[config.mk]
export PLATFORM = sky130hd
export DESIGN_NAME = pif_irq_regs
export DESIGN_NICKNAME = d
export VERILOG_FILES = /design/src/verilog/pif_pkg.sv /design/src/verilog/pif_irq_regs.sv /design/src/verilog/pif_resp_reg.sv
export SDC_FILE = /design/constraint.sdc
export NUM_CORES = 1
export LEC_CHECK = 0
export BUFFER_PORTS_ARGS = -buffer_cell sky130_fd_sc_hd__buf_2
export CORE_UTILIZATION = 49
export DETAILED_ROUTE_END_ITERATION = 7
export PLACE_DENSITY_LB_ADDON = 0.25
export SLEW_MARGIN = 20
export SYNTH_ARGS = -nofsm -noshare
export SYNTH_HDL_FRONTEND = slang
export SYNTH_HIERARCHICAL = 1
export SYNTH_SLANG_ARGS = --single-unit
[constraint.sdc]
create_clock -name i_clock -period 1.9 [get_ports i_clock]
set_input_delay 0.38 -clock i_clock [delete_from_list [all_inputs] [get_ports i_clock]]
set_output_delay 0.38 -clock i_clock [all_outputs]
set_load 0.05 [all_outputs]
[src/verilog/pif_pkg.sv]
package pif_pkg;

  // ---------------------------------------------------------------------------
  // Register map (byte offsets, one word apart)
  // ---------------------------------------------------------------------------
  localparam logic [5:0] OFF_FLAGS_SIX    = 6'h00;
  localparam logic [5:0] OFF_ENABLE_THREE = 6'h04;
  localparam logic [5:0] OFF_ENABLE_FOUR  = 6'h08;
  localparam logic [5:0] OFF_IRQ_STATUS   = 6'h0c;
  localparam logic [5:0] OFF_IRQ_CLR_W    = 6'h10;
  localparam logic [5:0] OFF_IRQ_EN_W     = 6'h14;
  localparam logic [5:0] OFF_LCD_CFG_W    = 6'h18;

  // ---------------------------------------------------------------------------
  // Field positions
  // ---------------------------------------------------------------------------
  localparam int BIT_NV_DONE   = 4;
  localparam int BIT_CMP3      = 2;
  localparam int BIT_CMP2      = 1;
  localparam int BIT_CMP1      = 0;
  localparam int BIT_LCD_EN    = 6;
  localparam logic [7:0] FLAGS_SIX_MASK = 8'h17;
  localparam logic [7:0] ENABLE_FOUR_SMALL_MASK = 8'h3f;

  // ---------------------------------------------------------------------------
  // Reset values
  // ---------------------------------------------------------------------------
  localparam logic [7:0] RST_FLAGS  = 8'h00;
  localparam logic [7:0] RST_ENABLE = 8'h00;

  typedef struct packed {
    logic       nv_write_done;
    logic [2:0] comparator;
  } pif_events_t;

  typedef enum logic [2:0] {
    ST_IDLE = 3'b001,
    ST_WAIT = 3'b010,
    ST_RESP = 3'b100
  } pif_bus_state_t;

endpackage

[src/verilog/pif_irq_regs.sv]
`timescale 1ns/1ns
// How it works
// - Nonvolatile write completion sets flag bit 4; it holds until software clears it.
// - Bit 4 reads zero while writing or before any write since clear.
// - Comparator 3,2,1 events set flag bits 2,1,0; held until written zero.
// - Flag bits 7..5 and 3 read zero; writes to them are ignored.
// - All implemented flag and enable bits are zero after reset.
// - Enable-three bits gate timer5 gate, LCD, serial2 rx/tx, charge time, capture2/1, rtc.
// - LCD enable counts only with type-B waveform in non-static mode.
// - Enable-four bits 7..0 gate capture units 10 down to 3.
// - On 32 Kbyte variants, capture 10 and 9 enables read zero.
module pif_irq_regs
  import pif_pkg::*;
#(
  parameter bit SMALL_PROGRAM_MEMORY = 1'b0  // 32 Kbyte variant
)(
  input  wire logic        i_clock,             // 20 MHz core clock
  input  wire logic        i_rst,               // Sync reset, active high
  input  wire logic [5:0]  avs_address,         // Byte address
  input  wire logic        avs_read,            // Read strobe
  input  wire logic        avs_write,           // Write strobe
  input  wire logic [31:0] avs_writedata,       // Write data
  input  wire logic [3:0]  avs_byteenable,      // Byte lanes
  output logic      [31:0] avs_readdata,        // Read data
  output logic             avs_waitrequest,     // Stall
  output logic      [1:0]  avs_response,        // 00 ok, 10 slave error
  input  wire logic        i_nv_write_done,     // Pulse: write completed
  input  wire logic [2:0]  i_comparator_event,  // Pulses, comparator 3..1
  input  wire logic [7:0]  i_src_three_req,     // Source requests for enable-three
  input  wire logic [7:0]  i_src_four_req,      // Capture 10..3 requests
  output logic      [7:0]  o_req_six,           // Forwarded flag-six requests
  output logic      [7:0]  o_req_three,         // Forwarded enable-three requests
  output logic      [7:0]  o_req_four,          // Forwarded enable-four requests
  output logic             o_irq                // Level interrupt
);
  // ---------------------------------------------------------------------------
  // Bus handshake: two wait cycles, then answer from a register
  // ---------------------------------------------------------------------------
  pif_bus_state_t st_reg, st_next;
  logic [31:0]    rd_word;
  logic           rd_load;
  logic [1:0]     resp_reg, resp_next;
  logic           wait_reg, wait_next;
  logic           mapped;
  logic           do_write;
  logic           lane0;

  assign lane0  = avs_byteenable[0];
  assign mapped = (avs_address[1:0] == 2'b00) && (avs_address <= OFF_LCD_CFG_W);

  always_comb begin
    st_next   = st_reg;
    wait_next = 1'b1;
    resp_next = resp_reg;
    rd_load   = 1'b0;
    do_write  = 1'b0;
    case (st_reg)
      ST_IDLE: begin
        if (avs_read || avs_write) begin
          st_next = ST_WAIT;
        end
      end
      ST_WAIT: begin
        st_next   = ST_RESP;
        wait_next = 1'b0;
        rd_load   = avs_read;
        resp_next = mapped ? 2'b00 : 2'b10;
      end
      // Write lands on the edge where the master sees waitrequest low
      ST_RESP: begin
        st_next  = ST_IDLE;
        do_write = avs_write && mapped && lane0;
      end
      default: begin
        st_next = ST_IDLE;
      end
    endcase
  end

  always_ff @(posedge i_clock) begin
    if (i_rst) begin
      st_reg   <= ST_IDLE;
      wait_reg <= 1'b1;
      resp_reg <= 2'b00;
    end else begin
      st_reg   <= st_next;
      wait_reg <= wait_next;
      resp_reg <= resp_next;
    end
  end

  assign avs_waitrequest = wait_reg;
  assign avs_response    = resp_reg;

  // ---------------------------------------------------------------------------
  // Flags and enables
  // ---------------------------------------------------------------------------
  logic [7:0] flags_reg, flags_next;
  logic [7:0] en3_reg, en3_next;
  logic [7:0] en4_reg, en4_next;
  logic [7:0] en6_reg, en6_next;
  logic       lcd_typeb_reg, lcd_typeb_next;
  logic [7:0] wbyte;
  logic [7:0] set_six;
  logic [7:0] en4_mask;
  pif_events_t ev_in;

  assign wbyte    = avs_writedata[7:0];
  assign en4_mask = SMALL_PROGRAM_MEMORY ? ENABLE_FOUR_SMALL_MASK : 8'hff;
  assign ev_in    = {i_nv_write_done, i_comparator_event};
  assign set_six  = {3'b000, ev_in.nv_write_done, 1'b0, ev_in.comparator};

  // A write and an event in one cycle: the event wins, nothing is lost.
  always_comb begin
    flags_next     = flags_reg;
    en3_next       = en3_reg;
    en4_next       = en4_reg;
    en6_next       = en6_reg;
    lcd_typeb_next = lcd_typeb_reg;
    if (do_write) begin
      case (avs_address)
        OFF_FLAGS_SIX: flags_next = wbyte & FLAGS_SIX_MASK;
        OFF_ENABLE_THREE: en3_next = wbyte;
        OFF_ENABLE_FOUR: en4_next = wbyte & en4_mask;
        OFF_IRQ_CLR_W: flags_next = flags_reg & ~(wbyte & FLAGS_SIX_MASK);
        OFF_IRQ_EN_W: en6_next = wbyte & FLAGS_SIX_MASK;
        OFF_LCD_CFG_W: lcd_typeb_next = wbyte[0];
        default: flags_next = flags_reg;
      endcase
    end
    flags_next = (flags_next | set_six) & FLAGS_SIX_MASK;
  end

  always_ff @(posedge i_clock) begin
    if (i_rst) begin
      flags_reg     <= RST_FLAGS;
      en3_reg       <= RST_ENABLE;
      en4_reg       <= RST_ENABLE;
      en6_reg       <= RST_ENABLE;
      lcd_typeb_reg <= 1'b0;
    end else begin
      flags_reg     <= flags_next;
      en3_reg       <= en3_next;
      en4_reg       <= en4_next;
      en6_reg       <= en6_next;
      lcd_typeb_reg <= lcd_typeb_next;
    end
  end

  // ---------------------------------------------------------------------------
  // Request forwarding and interrupt
  // ---------------------------------------------------------------------------
  logic [7:0] en3_eff;
  logic [7:0] req6_next, req3_next, req4_next;
  logic [7:0] req6_reg, req3_reg, req4_reg;
  logic       irq_reg, irq_next;

  always_comb begin
    en3_eff             = en3_reg;
    en3_eff[BIT_LCD_EN] = en3_reg[BIT_LCD_EN] & lcd_typeb_reg;
    // Flags latch regardless; only enabled ones reach the core
    req6_next = flags_next & en6_reg;
    req3_next = i_src_three_req & en3_eff;
    req4_next = i_src_four_req & en4_reg & en4_mask;
    irq_next  = |req3_next || |req4_next || |req6_next;
  end

  always_ff @(posedge i_clock) begin
    if (i_rst) begin
      req6_reg <= 8'h00;
      req3_reg <= 8'h00;
      req4_reg <= 8'h00;
      irq_reg  <= 1'b0;
    end else begin
      req6_reg <= req6_next;
      req3_reg <= req3_next;
      req4_reg <= req4_next;
      irq_reg  <= irq_next;
    end
  end

  assign o_req_six   = req6_reg;
  assign o_req_three = req3_reg;
  assign o_req_four  = req4_reg;
  assign o_irq       = irq_reg;

  // ---------------------------------------------------------------------------
  // Read mux
  // ---------------------------------------------------------------------------
  always_comb begin
    rd_word = 32'h0;
    case (avs_address)
      OFF_FLAGS_SIX: rd_word = {24'h0, flags_reg & FLAGS_SIX_MASK};
      OFF_ENABLE_THREE: rd_word = {24'h0, en3_reg};
      OFF_ENABLE_FOUR: rd_word = {24'h0, en4_reg & en4_mask};
      OFF_IRQ_STATUS: rd_word = {24'h0, flags_reg};
      OFF_IRQ_EN_W: rd_word = {24'h0, en6_reg};
      OFF_LCD_CFG_W: rd_word = {31'h0, lcd_typeb_reg};
      default: rd_word = 32'h0;
    endcase
  end

  pif_resp_reg u_resp (
    .i_clock (i_clock),
    .i_rst   (i_rst),
    .i_load  (rd_load),
    .i_data  (rd_word),
    .o_data  (avs_readdata)
  );

  // ---------------------------------------------------------------------------
  // Assertions
  // ---------------------------------------------------------------------------
  property p_nv_sets;
    @(posedge i_clock) disable iff (i_rst) i_nv_write_done |=> flags_reg[BIT_NV_DONE];
  endproperty
  a_nv_sets: assert property (p_nv_sets) else $error("nv flag not set");

  property p_nv_holds;
    @(posedge i_clock) disable iff (i_rst)
      flags_reg[BIT_NV_DONE] && !do_write |=> flags_reg[BIT_NV_DONE];
  endproperty
  a_nv_holds: assert property (p_nv_holds) else $error("nv flag dropped");

  // Only a completion or a software write may raise the flag
  property p_nv_quiet;
    @(posedge i_clock) disable iff (i_rst)
      !flags_reg[BIT_NV_DONE] && !i_nv_write_done && !do_write |=> !flags_reg[BIT_NV_DONE];
  endproperty
  a_nv_quiet: assert property (p_nv_quiet) else $error("nv flag set without completion");

  // Same set and hold checks for each comparator flag
  for (genvar g = 0; g < 3; g++) begin : g_cmp
    property p_cmp_sets;
      @(posedge i_clock) disable iff (i_rst) i_comparator_event[g] |=> flags_reg[BIT_CMP1 + g];
    endproperty
    a_cmp_sets: assert property (p_cmp_sets) else $error("cmp flag not set");

    property p_cmp_holds;
      @(posedge i_clock) disable iff (i_rst)
        flags_reg[BIT_CMP1 + g] && !do_write |=> flags_reg[BIT_CMP1 + g];
    endproperty
    a_cmp_holds: assert property (p_cmp_holds) else $error("cmp flag dropped");
  end

  property p_unimpl_zero;
    @(posedge i_clock) disable iff (i_rst) (flags_reg & ~FLAGS_SIX_MASK) == 8'h00;
  endproperty
  a_unimpl_zero: assert property (p_unimpl_zero) else $error("unimplemented flag set");

  property p_reset_zero;
    @(posedge i_clock) i_rst |=> flags_reg == 8'h00 && en3_reg == 8'h00 && en4_reg == 8'h00;
  endproperty
  a_reset_zero: assert property (p_reset_zero) else $error("reset value wrong");

  property p_en3_write;
    @(posedge i_clock) disable iff (i_rst)
      do_write && avs_address == OFF_ENABLE_THREE |=> en3_reg == $past(wbyte);
  endproperty
  a_en3_write: assert property (p_en3_write) else $error("enable three not written");

  property p_lcd_gate;
    @(posedge i_clock) disable iff (i_rst) !lcd_typeb_reg |=> !o_req_three[BIT_LCD_EN];
  endproperty
  a_lcd_gate: assert property (p_lcd_gate) else $error("lcd request leaked");

  property p_en4_write;
    @(posedge i_clock) disable iff (i_rst)
      do_write && avs_address == OFF_ENABLE_FOUR |=> en4_reg == ($past(wbyte) & en4_mask);
  endproperty
  a_en4_write: assert property (p_en4_write) else $error("enable four not written");

  property p_small_zero;
    @(posedge i_clock) disable iff (i_rst) SMALL_PROGRAM_MEMORY |-> en4_reg[7:6] == 2'b00;
  endproperty
  a_small_zero: assert property (p_small_zero) else $error("capture 10/9 enable set");

  property p_req_gate;
    @(posedge i_clock) disable iff (i_rst) ##1 o_req_four == ($past(i_src_four_req) & $past(en4_reg) & en4_mask);
  endproperty
  a_req_gate: assert property (p_req_gate) else $error("request not gated");

  // A write before the answer edge would let software race the event logic
  property p_write_slot;
    @(posedge i_clock) disable iff (i_rst) do_write |-> !avs_waitrequest;
  endproperty
  a_write_slot: assert property (p_write_slot) else $error("write outside answer cycle");

  property p_irq_level;
    @(posedge i_clock) disable iff (i_rst) o_irq == (|o_req_six || |o_req_three || |o_req_four);
  endproperty
  a_irq_level: assert property (p_irq_level) else $error("irq level wrong");

  property p_flag_gate;
    @(posedge i_clock) disable iff (i_rst) o_req_six == (flags_reg & $past(en6_reg));
  endproperty
  a_flag_gate: assert property (p_flag_gate) else $error("flag request not gated");

  c_nv:    cover property (@(posedge i_clock) i_nv_write_done ##1 flags_reg[BIT_NV_DONE]);
  c_irq:   cover property (@(posedge i_clock) $rose(o_irq));
  c_clear: cover property (@(posedge i_clock) flags_reg != 8'h00 ##[1:20] flags_reg == 8'h00);
  c_latch: cover property (@(posedge i_clock) flags_reg[BIT_NV_DONE] && !en6_reg[BIT_NV_DONE]);
  c_lcd:   cover property (@(posedge i_clock) o_req_three[BIT_LCD_EN]);
endmodule

[src/verilog/pif_resp_reg.sv]
`timescale 1ns/1ns
module pif_resp_reg
  import pif_pkg::*;
(
  input  wire logic        i_clock,  // Core clock
  input  wire logic        i_rst,    // Sync reset
  input  wire logic        i_load,   // Capture read data
  input  wire logic [31:0] i_data,   // Read word
  output logic      [31:0] o_data    // Registered read data
);
  logic [31:0] data_reg;
  logic [31:0] data_next;

  always_comb begin
    data_next = i_load ? i_data : data_reg;
  end

  always_ff @(posedge i_clock) begin
    if (i_rst) begin
      data_reg <= 32'h0;
    end else begin
      data_reg <= data_next;
    end
  end

  assign o_data = data_reg;
endmodule
-- Word-level counts from Yosys, hierarchy flattened
Cells that the tools add are included.
- word-level logic and storage cells: 55
- output and inout bits: 60
- register bits: 88
- bitwise operators: 7
- $lt $le $gt $ge: 1
- multiplexer cells: 9
- equal/unequal tests: 10
- reductions and logical operators: 15
- operator list (kind ; count):
    one-hot mux 8 bit (6 select lines) ; 1
    OR reduction 8 bit ; 3
    equality test 6 x 5 -> 1 bit (second input constant) ; 3
    AND 8 bit ; 2
    equality test 6 x 4 -> 1 bit (second input constant) ; 2
    AND 5 bit ; 2
    one-hot mux 5 bit (2 select lines) ; 1
    AND reduction 2 bit ; 4
    equality test 6 x 3 -> 1 bit (second input constant) ; 1
    <= comparator 6 x 5 -> 1 bit (second input constant) ; 1
    logical NOT 6 bit ; 1
    one-hot mux 3 bit (2 select lines) ; 1
    two-way mux 5 bit ; 1
    NOT 5 bit ; 1
    OR 5 bit ; 1
    equality test 3 x 1 -> 1 bit (second input constant) ; 1
    equality test 3 x 2 -> 1 bit (second input constant) ; 1
    equality test 3 bit (second input constant) ; 1
    logical AND 1 bit ; 3
    logical OR 1 bit ; 3
    two-way mux 1 bit ; 3
    two-way mux 3 bit ; 1
    logical NOT 2 bit ; 1
    two-way mux 2 bit ; 1
    2 further kinds ; 2

-- Depth between registers and ports, before layout
- depth after elaboration: 10
- gate-level depth with buffers: 7
- mapped depth without buffers: 7

-- Modules after synthesis
The synthesis kept the hierarchy.
- by module, submodules not included (module ; cells an instance ; instances ; area each (um2) ; seq. area each (um2)):
    pif_irq_regs ; 226 ; 1 ; 2077.0 ; 1021.0
    pif_resp_reg ; 103 ; 1 ; 1163.6 ; 640.6

-- Worst setup path before layout
OpenSTA, ideal clock, no wires.
- kind: input port to flip-flop
- start: input port avs_address[1]
- end: register irq_reg (netlist: o_irq)
- path slack: 126 ps
- required time: 1768 ps
- data arrival time: 1642 ps
- stages: 6
- cells stage by stage: nor3_2 and4b_4 o21ai_0 a221o_1 a221oi_2 a21oi_1
- cells in the longest elaborated chain, start to end: 10
- elaborated cells between the ends (all ways): 14
- ends and longest elaborated chain (item ; RTL line ; RTL):
    start: declaration ; pif_irq_regs.sv:19 ; input wire logic [5:0] avs_address,
    <= comparator 6 x 5 -> 1 bit or logical NOT 2 bit (tied branches) ; pif_irq_regs.sv:49 ; assign mapped = (avs_address[1:0] == 2'b00) && (avs_address <= OFF_LCD_CFG_W);
    logical AND 1 bit ; pif_irq_regs.sv:49 ;
    logical AND 1 bit (2 in series) ; pif_irq_regs.sv:72 ; do_write = avs_write && mapped && lane0;
    two-way mux 1 bit ; pif_irq_regs.sv:57 ; case (st_reg)
    two-way mux 5 bit (*) ; pif_irq_regs.sv:120 ; if (do_write) begin
    OR 5 bit (*) ; pif_irq_regs.sv:131 ; flags_next = (flags_next | set_six) & FLAGS_SIX_MASK;
    AND 5 bit (*) ; pif_irq_regs.sv:162 ; req6_next = flags_next & en6_reg;
    OR reduction 8 bit (*) ; pif_irq_regs.sv:165 ; irq_next = |req3_next || |req4_next || |req6_next;
    logical OR 1 bit (*) ; pif_irq_regs.sv:165 ;
    end signal: assignment ; pif_irq_regs.sv:178 ; irq_reg <= irq_next;
    end: declaration ; pif_irq_regs.sv:156 ; logic irq_reg, irq_next;
Every way passes the cells marked *; elsewhere a longest branch is shown, timed or not.
A chain may end at the register's enable or synchronous reset.

-- Worst setup path in the final report
- start: register st_reg[2]
- end: register irq_reg (netlist: o_irq)
- cells in the longest elaborated chain, start to end: 7
- ends and longest elaborated chain (item ; RTL line ; RTL):
    start: declaration ; pif_irq_regs.sv:39 ; pif_bus_state_t st_reg, st_next;
    start signal: assignment ; pif_irq_regs.sv:86 ; st_reg <= st_next;
    equality test 3 bit ; pif_irq_regs.sv:57 ;
    two-way mux 1 bit ; pif_irq_regs.sv:57 ;
    two-way mux 5 bit ; pif_irq_regs.sv:120 ;
    OR 5 bit ; pif_irq_regs.sv:131 ;
    AND 5 bit ; pif_irq_regs.sv:162 ;
    OR reduction 8 bit ; pif_irq_regs.sv:165 ;
    logical OR 1 bit ; pif_irq_regs.sv:165 ;
Every way passes these cells.

==> metrics.txt <==
Vias/cell=4.98; clk root buf=clkbuf_8; largest net degree at the start of global routing=43; overall die width=approximately 83 µm; DRC viols=0; Avg Inst Size Synth=9.85 µm²; static leakage=approximately 1.9 nW; crit path cell chain=and4b_1 > and4b_4 > and2_4 > a221o_1 > a221oi_2 > a21oi_1; worst-path maximum fanout=5; Mapped Cells=329; setup_tns=0 ns; fmax=~560 MHz; first-pass GRT wire length=around 11 mm; die area=roughly 7000 µm²; vias in the first global route=around 2400; synthesized area=3240 µm²; top cells by area, synth=dfxtp_1, mux2i_1, nor2_1; Worst Skew=about 0.0056 ns; Period Utilization, post-route=0.945; # Max-Cap Violations=0; register area share after synthesis=0.513; grt ovf=0; Yosys top cell area share=0.513; Yosys reg bits=83; CTS Hold Bufs=0; DP Area=between 3000 and 4000 µm²; DR iter-0 viols=148; Peak VDD IR=~0.65 mV; outcome=completed; share of cells above drive strength 1=0.290; Starting Density=0.510; Critical Path RT=roughly 2.1 ns; Post-synth EDFFs=0; via count=approximately 2700; Clk Latency, worst-skew pair=between 0.3 and 0.4 ns; GRT met2 Usage=0.328; gr usage total=0.209; Total Nets Final=approximately 520; CP Capture Type=register; multi-input logic area=1520 µm²; ys flop type=dfxtp_1; height of the die=83.3 µm; Hold Fails Final Rpt=0; number of CTS-inserted buffers=9; TritonCTS clock tree=built; GRT busiest layer=met2; post-DR wirelength/cell=13.2 µm; # clock sinks=83; drt first pass iters=4; area grow syn2layout=27.1%; CTS Buffer Depth=2; RSZ-0062 raised after global routing=false; number of cells on the worst hold path=2; final antenna-violating net count=0; WS Path Type=register to register; total core area=~6300 µm²; final wirelength=between 7 and 8 mm; post-route minimum period=~1.8 ns; Max Slew Vio Count=0; slowest cell on the critical path=a221o_1; hold slack=0.260 ns; cell family with most CP delay=compound AO/OA/AOI/OAI gates; htree depth=3; Register Area=1660 µm²; ANT cells=0; Startpoint Class=register; slowest stage delay, CP=~0.37 ns; warnings from Yosys=6; clk slew on worst S/H paths=around 0.08 ns; Port Buffers=just over 90; Post-synth top cells=dfxtp_1, nor2_1, mux2i_1; Synth area leader=dfxtp_1; fin area=about 4100 µm²; count leader, synth=dfxtp_1; Layout fillers=578; Async S/R FF share, synth=0; I/O pins=126; final setup fails=0; Worst Reg2Reg Path Length in Cells=6; Rows=29; routability cong.=0.810; PD cells=834 nW/µm²; number of distinct library cells after synthesis=38; Levels on crit path=6; Setup Buffers After CTS=0; Global Route met3 Usage=0.0457; antenna violations before repair=0; Hold Crit Class=input pin to register; CP arrival=~2.0 ns; Detailed Place HPWL=5.24 mm; max reg flops=32; Buf/Inv on CP=0; met1 Track Usage GR=0.278
## cell usage in the layout (no fill, tap or decap), drive strengths merged, types with 2 or more instances in the layout
| cell | count |
|---|---|
| nor4b | 2 |
| clkbuf | 10 |
| nor3 | 2 |
| a22oi | 4 |
| nand3 | 3 |
| o21ai | 5 |
| a31oi | 3 |
| nor2 | 82 |
| nor2b | 10 |
| mux2i | 57 |
| buf | 111 |
| a211oi | 7 |
| conb | 29 |
| and2 | 5 |
| clkinv | 2 |
| dfxtp | 83 |
| a221oi | 3 |
| a221o | 3 |
| clkinvlp | 2 |
| nand4 | 7 |
| inv | 3 |
| nand2 | 17 |
| and4b | 2 |
| bufinv | 2 |
## repair_timing
| item | in CTS | in global routing |
|---|---|---|
| endpoints found under the setup margin | 0 | 1 |
| resized for setup | 0 | 2 |
| hold endpoints to repair | 0 | 0 |
## per-layer routing
layer	wire length, µm	part of all wire
met5	0	0
met4	133	0.019
met3	354	0.050
met2	3350	0.47
met1	3270	0.46
## final cells by class
class,count,area share
tap,77,0.0234
timing repair buffer,111,0.149
sequential,83,0.404
clock inverter,6,0.0216
multi-input combinational,249,0.369
inverter,3,0.00273
clock buffer,10,0.0310
## path summary, 6_finish.rpt
kind                   start             to  slack, ns
hold reg to reg   en4_reg[0]  o_req_four[0]       0.48
setup / recovery   st_reg[2]          o_irq       0.11
setup reg to reg   st_reg[2]          o_irq       0.11
hold / removal      avs_read      st_reg[1]       0.26
## metrics by stage
stage	power, mW	instances	util	worst slack, ns
2_1_floorplan	2.01	357	-	0.126
3_3_place_gp	2.10	523	0.614	-0.0521
3_5_place_dp	2.10	523	0.614	-0.0766
4_1_cts	3.46	539	0.648	0.0772
5_1_grt	3.58	539	0.649	0.0198
6_report	3.44	539	0.649	0.105
## cells by family after synthesis
kind of cell / after synthesis / synth area share
and+or+nand+nor: 133 / 0.186
other: 1 / 0.00116
buffers and inverters: 25 / 0.0529
AOI/OAI and AO/OA: 29 / 0.0676
muxes: 58 / 0.180
DFF: 83 / 0.513
## power breakdown
group / switching [mW] / leakage, nW / internal [mW] / total (mW)
registers: 0.0151 / 0.671 / 1.76 / 1.78
logic: 0.184 / 1.13 / 0.103 / 0.287
clock network: 0.630 / 0.103 / 0.743 / 1.37
total: 0.829 / 1.91 / 2.61 / 3.44
No activity file was read; power rests on OpenSTA's default activity.
